[src/wakeup_pkg.sv]
// constants for the periodic wakeup counter
package wakeup_pkg;
   localparam logic [11:0] off_status_control = 12'h000;
   localparam logic [11:0] off_live_count = 12'h004;
   localparam logic [11:0] off_match_limit = 12'h008;
   localparam int pos_flag = 7;
   localparam int pos_src_hi = 6;
   localparam int pos_src_lo = 5;
   localparam int pos_irq_en = 4;
   localparam int pos_div_hi = 3;
   localparam int pos_div_lo = 0;
   localparam logic [7:0] rst_count = 8'h00;
   localparam logic [7:0] rst_match = 8'h00;
   localparam logic [1:0] rst_source = 2'h0;
   localparam logic [3:0] rst_divider = 4'h0;
   localparam logic [1:0] src_low_power = 2'h0;
   localparam logic [1:0] src_external = 2'h1;
   localparam int div_width = 18;
   localparam int sync_stages = 3;
endpackage : wakeup_pkg
[src/periodic_wakeup_counter.sv]
// periodic wakeup counter with prescaler, match compare and apb registers
//
// How it works
// - reset: counter 0x00 stopped, match 0x00, prescaler off, 1 kHz source
// - live count register is read-only; writes change nothing
// - reset, match write, or changed source/divider clears counter
// - any match write also clears the prescaler
// - divider select 0000 keeps prescaler off; non-zero starts it
// - source 00 low-power, 01 external, 1x internal reference
// - changed source select clears prescaler and counter
// - ratio from divider select and source bit 0; change clears both
// - 1 kHz source: 0001 gives 8 ms, 1111 gives 1 s
// - counter steps per prescaler period up to match, then wraps to 0x00
// - flag sets on the step from match value back to 0x00
// - match 0x00 sets flag on every prescaler output edge
// - interrupt request is flag and enable
// - writing 0 to flag does nothing; reset clears it
// - control register: flag 7, source 6:5, enable 4, divider 3:0
// - divide table for source bit 0 clear and set
// - debug halt suspends counting; resumes from held value
//
// Implementation choices: the APB slave port and the register offsets.
`timescale 1ns/1ps
module periodic_wakeup_counter (
   input wire logic pclk,
   input wire logic presetn,
   input wire logic psel,
   input wire logic penable,
   input wire logic pwrite,
   input wire logic [11:0] paddr,
   input wire logic [31:0] pwdata,
   output logic [31:0] prdata,
   output logic pready,
   output logic pslverr,
   input wire logic low_power_osc_clock,
   input wire logic external_ref_clock,
   input wire logic internal_ref_clock,
   input wire logic debug_halt,
   output logic irq
);
   localparam int dw = wakeup_pkg::div_width;

   logic [7:0] live_count;
   logic [7:0] match_limit;
   logic periodic_flag;
   logic periodic_irq_enable;
   logic [1:0] source_select;
   logic [3:0] divider_select;
   logic [dw-1:0] prescale;
   logic [2:0] pin_vec;
   logic [2:0] rise_vec;
   logic src_rise;
   logic tick;
   logic wr;
   logic wr_sc;
   logic wr_match;
   logic cfg_change;
   logic clear_all;
   logic [dw-1:0] ratio;

   // divide-by value per divider select and source bit 0
   function automatic logic [dw-1:0] divide_ratio(input logic hi, input logic [3:0] sel);
      logic [dw-1:0] r;
      r = '0;
      if (!hi) begin
         unique case (sel)
            4'h1: r = 18'h00008;
            4'h2: r = 18'h00020;
            4'h3: r = 18'h00040;
            4'h4: r = 18'h00080;
            4'h5: r = 18'h00100;
            4'h6: r = 18'h00200;
            4'h7: r = 18'h00400;
            4'h8: r = 18'h00001;
            4'h9: r = 18'h00002;
            4'ha: r = 18'h00004;
            4'hb: r = 18'h0000a;
            4'hc: r = 18'h00010;
            4'hd: r = 18'h00064;
            4'he: r = 18'h001f4;
            4'hf: r = 18'h003e8;
            default: r = '0;
         endcase
      end else begin
         unique case (sel)
            4'h1: r = 18'h00400;
            4'h2: r = 18'h00800;
            4'h3: r = 18'h01000;
            4'h4: r = 18'h02000;
            4'h5: r = 18'h04000;
            4'h6: r = 18'h08000;
            4'h7: r = 18'h10000;
            4'h8: r = 18'h003e8;
            4'h9: r = 18'h007d0;
            4'ha: r = 18'h01388;
            4'hb: r = 18'h02710;
            4'hc: r = 18'h04e20;
            4'hd: r = 18'h0c350;
            4'he: r = 18'h186a0;
            4'hf: r = 18'h30d40;
            default: r = '0;
         endcase
      end
      return r;
   endfunction : divide_ratio

   assign pin_vec = {internal_ref_clock, external_ref_clock, low_power_osc_clock};

   genvar g;
   generate
      for (g = 0; g < 3; g++) begin : g_sync
         source_edge_sync u_sync (
            .pclk(pclk),
            .presetn(presetn),
            .pin(pin_vec[g]),
            .rise(rise_vec[g])
         );
      end
   endgenerate

   always_comb begin
      unique case (source_select)
         wakeup_pkg::src_low_power: src_rise = rise_vec[0];
         wakeup_pkg::src_external: src_rise = rise_vec[1];
         default: src_rise = rise_vec[2];
      endcase
   end

   assign pready = 1'b1;
   assign wr = psel && penable && pwrite;
   assign wr_sc = wr && paddr == wakeup_pkg::off_status_control;
   assign wr_match = wr && paddr == wakeup_pkg::off_match_limit;
   assign cfg_change = wr_sc && (pwdata[wakeup_pkg::pos_src_hi:wakeup_pkg::pos_src_lo] != source_select
      || pwdata[wakeup_pkg::pos_div_hi:wakeup_pkg::pos_div_lo] != divider_select);
   assign clear_all = wr_match || cfg_change;
   assign ratio = divide_ratio(source_select[0], divider_select);
   assign tick = src_rise && divider_select != 4'h0 && !debug_halt
      && prescale == ratio - 18'h00001;

   // configuration fields
   always_ff @(posedge pclk or negedge presetn) begin
      if (!presetn) begin
         source_select <= wakeup_pkg::rst_source;
         divider_select <= wakeup_pkg::rst_divider;
         periodic_irq_enable <= 1'b0;
      end else if (wr_sc) begin
         source_select <= pwdata[wakeup_pkg::pos_src_hi:wakeup_pkg::pos_src_lo];
         divider_select <= pwdata[wakeup_pkg::pos_div_hi:wakeup_pkg::pos_div_lo];
         periodic_irq_enable <= pwdata[wakeup_pkg::pos_irq_en];
      end
   end

   always_ff @(posedge pclk or negedge presetn) begin
      if (!presetn) begin
         match_limit <= wakeup_pkg::rst_match;
      end else if (wr_match) begin
         match_limit <= pwdata[7:0];
      end
   end

   // prescaler counts source edges
   always_ff @(posedge pclk or negedge presetn) begin
      if (!presetn) begin
         prescale <= '0;
      end else if (clear_all || divider_select == 4'h0) begin
         prescale <= '0;
      end else if (src_rise && !debug_halt) begin
         if (tick) begin
            prescale <= '0;
         end else begin
            prescale <= prescale + 18'h00001;
         end
      end
   end

   // main counter; live_count is never written by the bus
   always_ff @(posedge pclk or negedge presetn) begin
      if (!presetn) begin
         live_count <= wakeup_pkg::rst_count;
      end else if (clear_all) begin
         live_count <= 8'h00;
      end else if (tick) begin
         if (live_count == match_limit) begin
            live_count <= 8'h00;
         end else begin
            live_count <= live_count + 8'h01;
         end
      end
   end

   always_ff @(posedge pclk or negedge presetn) begin
      if (!presetn) begin
         periodic_flag <= 1'b0;
      end else if (tick && live_count == match_limit && !clear_all) begin
         periodic_flag <= 1'b1;
      end else if (wr_sc && pwdata[wakeup_pkg::pos_flag]) begin
         periodic_flag <= 1'b0;
      end
   end

   assign irq = periodic_flag && periodic_irq_enable;

   always_comb begin
      prdata = 32'h00000000;
      pslverr = 1'b0;
      if (psel && penable) begin
         unique case (paddr)
            wakeup_pkg::off_status_control:
               prdata[7:0] = {periodic_flag, source_select, periodic_irq_enable, divider_select};
            wakeup_pkg::off_live_count: prdata[7:0] = live_count;
            wakeup_pkg::off_match_limit: prdata[7:0] = match_limit;
            default: pslverr = 1'b1;
         endcase
      end
   end
endmodule : periodic_wakeup_counter

[src/source_edge_sync.sv]
// three-stage synchroniser and rising edge detector for a counting clock pin
`timescale 1ns/1ps
module source_edge_sync (
   input wire logic pclk,
   input wire logic presetn,
   input wire logic pin,
   output logic rise
);
   logic [wakeup_pkg::sync_stages-1:0] stage;
   logic level;

   always_ff @(posedge pclk or negedge presetn) begin
      if (!presetn) begin
         stage <= '0;
      end else begin
         stage <= {stage[wakeup_pkg::sync_stages-2:0], pin};
      end
   end

   // level follows only when stages two and three agree
   always_ff @(posedge pclk or negedge presetn) begin
      if (!presetn) begin
         level <= 1'b0;
      end else if (stage[1] == stage[2]) begin
         level <= stage[2];
      end
   end

   assign rise = (stage[1] == stage[2]) && stage[2] && !level;
endmodule : source_edge_sync

[config.mk]
export PLATFORM = sky130hd
export DESIGN_NAME = periodic_wakeup_counter
export DESIGN_NICKNAME = d
export VERILOG_FILES = /design/src/wakeup_pkg.sv /design/src/periodic_wakeup_counter.sv /design/src/source_edge_sync.sv
export SDC_FILE = /design/constraint.sdc
export NUM_CORES = 1
export LEC_CHECK = 0
export BUFFER_PORTS_ARGS = -buffer_cell sky130_fd_sc_hd__buf_2
export CAP_MARGIN = 5
export CORE_MARGIN = 2
export CORE_UTILIZATION = 40
export DETAILED_ROUTE_END_ITERATION = 8
export GPL_TIMING_DRIVEN = 1
export PLACE_DENSITY = 0.68
export RECOVER_POWER = 100
export SLEW_MARGIN = 20
export SYNTH_ARGS = -nofsm -noshare
export SYNTH_HDL_FRONTEND = slang
export SYNTH_HIERARCHICAL = 1
export SYNTH_SLANG_ARGS = --single-unit
[constraint.sdc]
create_clock -name pclk -period 4.2 [get_ports pclk]
set_input_delay 0.63 -clock pclk [delete_from_list [all_inputs] [get_ports pclk]]
set_output_delay 0.63 -clock pclk [all_outputs]
set_load 0.1 [all_outputs]
==> summary.md <==
| Metric | Value |
|---|---|
| Wirelength, routed | `9900 um` |
| Clock slew seen by the registers of the worst setup and hold paths | `0.11 ns` |
| Clock root cell | `clkbuf_8` |
| Core area | `0.0103 mm^2` |
| Iter 0 DRT Violations | `206` |
| Place WS | `0.251 ns` |
| Hold depth | `0` |
| Result of the run | `complete, but fails checks` |
| Final #Nets | `578` |
| Routed Antenna Nets | `0` |
| #FFs+latches synth | `54` |
| GPL Wtd Cong | `0.822` |
| Critical Path Source Type | `register` |
| Fraction of layout cells with a size suffix above 1 | `15.5%` |
| Slew @ Worst Pin | `2.98 ns` |
| Max_slew headroom | `-98.5%` |
| CP Class | `register to register` |
| Ports | `88` |
| GRT overflow | `0` |
| PD cells | `246 mW/mm^2` |
| Top cells by area, synth | `dfrtp_1 (32%), xnor2_1 (6.0%), buf_4 (4.8%), mux2_2 (4.3%), xor2_1 (4.2%)` |
| Synth-to-Final Area Change | `7.97%` |
| Global-route wire length before repair | `16500 um` |
| Final worst path period share | `94.5%` |
| Die Span X | `107 um` |
| Final min period | `3.97 ns` |
| Worst clock skew | `0.0108 ns` |
| Hold buffer count at CTS | `0` |
| CTS sink cnt | `54` |
| Vias in the first global route | `3441` |
| Max FO, Critical Path | `8` |
| Largest net degree at the start of global routing | `55` |
| Cells after Synth | `481` |
| Final Util | `44.2%` |
| Max Freq | `0.252 GHz` |
| Arrival time worst endpoint | `4.18 ns` |
| Avg Inst Size Synth | `8.75 um^2` |
| Worst skew pair latency | `0.32 ns` |
| Ys async rst share | `100%` |
| Fin worst setup slack | `0.232 ns` |
| Drt drc | `0` |
| Failing checks | `capacitance limit, slew limit` |
| TNS Setup | `0 ns` |
| Antenna diode count | `0` |
| Filler cells | `1030` |
| Hold endpoint | `g_sync[2].u_sync/stage[1]$_DFF_PN0_` |
| Most frequent cells in the layout | `dfrtp_1 (53), nand2_1 (38), nor2_1 (30), xnor2_1 (29)` |
| Hold path startpoint | `g_sync[2].u_sync/stage[0]$_DFF_PN0_` |
| Post-synth top area cell | `dfrtp_1` |
| Starting Density | `41.0%` |
| Die H | `107 um` |
| CTS Buffer Depth | `2` |
| Full die area | `0.0114 mm^2` |
| Reg2reg start | `divider_select[1]$_DFFE_PN0P_` |
| FF-to-FF setup slack | `0.23 ns` |
| Final setup viols | `0` |
| Drt first pass iters | `4` |
| Max cap viols | `1` |
| Avg WL per Cell | `15.2 um` |
| Port bufs | `38` |
| Final hold violations | `0` |
| Worst Reg-to-Reg Cells | `11` |
| Fin. max-slew vios | `55` |
| Number of synthesized flops with an enable pin | `0` |
| H-tree depth | `2` |
| Yosys warning count | `6` |
| Commonest non-fill, non-tap cell in the layout | `dfrtp_1` |
| Seq/Total Area, Yosys | `32.1%` |
| Main flop type after synthesis | `dfrtp_1` |
| Reg2reg end | `live_count[2]$_DFFE_PN0P_` |
| Synth top area share | `32.1%` |
| DP HPWL | `7300 um` |
| CTS buffer count | `5` |
| Worst vdd ir | `164 uV` |
| Unique masters post-synth | `69` |
| RSZ-0062 raised after global routing | `false` |
| Via count | `3638` |
| Min-delay worst type | `register to register` |
| Static leakage | `1.87 nW` |
| Initial antenna violation count | `0` |
| Req. time, crit path | `4.41 ns` |
| CTS tree | `done` |
| Critical Path Sink Type | `register` |
| Cell row count | `37` |
| Via density | `5.59` |
| Global Route Usage Sum | `17.7%` |
| Synthesized area | `0.00421 mm^2` |
[area by class of cell]
cell class / instances / area (um^2) / share of cell area, %
clock inverter: 3 / 28.8 / 0.633
multi-input combinational: 390 / 2590 / 57.1
timing repair buffer: 52 / 288 / 6.33
inverter: 11 / 41.3 / 0.909
tap: 136 / 170 / 3.74
sequential: 54 / 1350 / 29.8
clock buffer: 5 / 68.8 / 1.51
[flip-flops by register name, summed over array words and instances, names as in the netlist]
name                 cells
g_sync.u_sync/level      3
divider_select           4
g_sync.u_sync/stage      9
periodic_flag            1
match_limit              8
source_select            2
periodic_irq_enable      1
live_count               8
prescale                18
[worst max-delay path by stage]
stage,from,endpoint,slack (ns),cells past startpoint
after detailed placement,divider_select[1]$_DFFE_PN0P_,live_count[2]$_DFFE_PN0P_,0.25,11
final,divider_select[1]$_DFFE_PN0P_,live_count[2]$_DFFE_PN0P_,0.23,11
after CTS,divider_select[1]$_DFFE_PN0P_,live_count[2]$_DFFE_PN0P_,0.21,11
after global placement,divider_select[1]$_DFFE_PN0P_,live_count[4]$_DFFE_PN0P_,0.34,11
after floorplan,paddr[2],pslverr,0.21,4
after global routing,divider_select[1]$_DFFE_PN0P_,live_count[7]$_DFFE_PN0P_,0.04,11
[cells by family after synthesis]
| logic type | count (synthesis) | synth area share, % |
|---|---|---|
| AND/OR/NAND/NOR | 199 | 26.2 |
| AO/OA/AOI/OAI | 83 | 13.7 |
| buffers and inverters | 60 | 8.09 |
| flip-flops | 54 | 32.1 |
| XOR/XNOR | 49 | 10.2 |
| multiplexers | 23 | 6.30 |
| adder cells (fa/ha/maj) | 11 | 3.27 |
| other | 2 | 0.178 |
[metal layers]
layer	vias up	track usage [%]	wire, um
met4	0	5.38	124
met1	1762	24.9	4570
met5	-	0	0
met3	9	1.82	437
met2	100	28.9	4770
li1	1767	-	-
[timing repair]
action | CTS | global route
setup buffers | 0 | 0
resized for setup | 0 | 2
endpoints found under the hold margin | 0 | 0
endpoints found under the setup margin | 0 | 27
[worst max-delay path: stages, from the launching register on]
cell and delay, ns:
dfrtp_2 0.48, inv_1 0.17, ha_1 0.29, nand3b_1 0.21, o311ai_1 0.10, nand2_1 0.20
or4_1 0.62, or4_1 0.53, a222oi_1 0.52, nand2_2 0.25, o41ai_1 0.38, a21oi_1 0.10
[through the flow]
stage	total power [mW]	hold slack [ns]	cells	area [um^2]
3_3_place_gp	0.810	0.346	643	4480
2_1_floorplan	0.783	0.331	504	4300
6_report	1.12	0.370	651	4540
5_1_grt	1.17	0.382	651	4540
4_1_cts	1.13	0.374	651	4580
3_5_place_dp	0.817	0.338	643	4480
[synthesized netlist by cell type, types with 8 or more instances]
cell / number
o21ai_0: 18
mux2_2: 16
ha_1: 11
nand2b_1: 8
nor4_1: 8
nor2_1: 30
dfrtp_1: 54
inv_1: 11
xnor2_1: 29
a22oi_1: 9
buf_4: 27
nor3_1: 28
nor2b_1: 11
xor2_1: 20
nand3_1: 14
nand4_1: 17
clkbuf_1: 13
nand2_1: 38
a21oi_1: 17
[report_power, final]
| group | total (mW) | internal (mW) | switching [mW] |
|---|---|---|---|
| registers | 0.572 | 0.544 | 0.0289 |
| clock network | 0.316 | 0.124 | 0.192 |
| logic | 0.228 | 0.0563 | 0.172 |
| total | 1.12 | 0.724 | 0.392 |
Note: power is estimated with default switching activity, not from simulation.
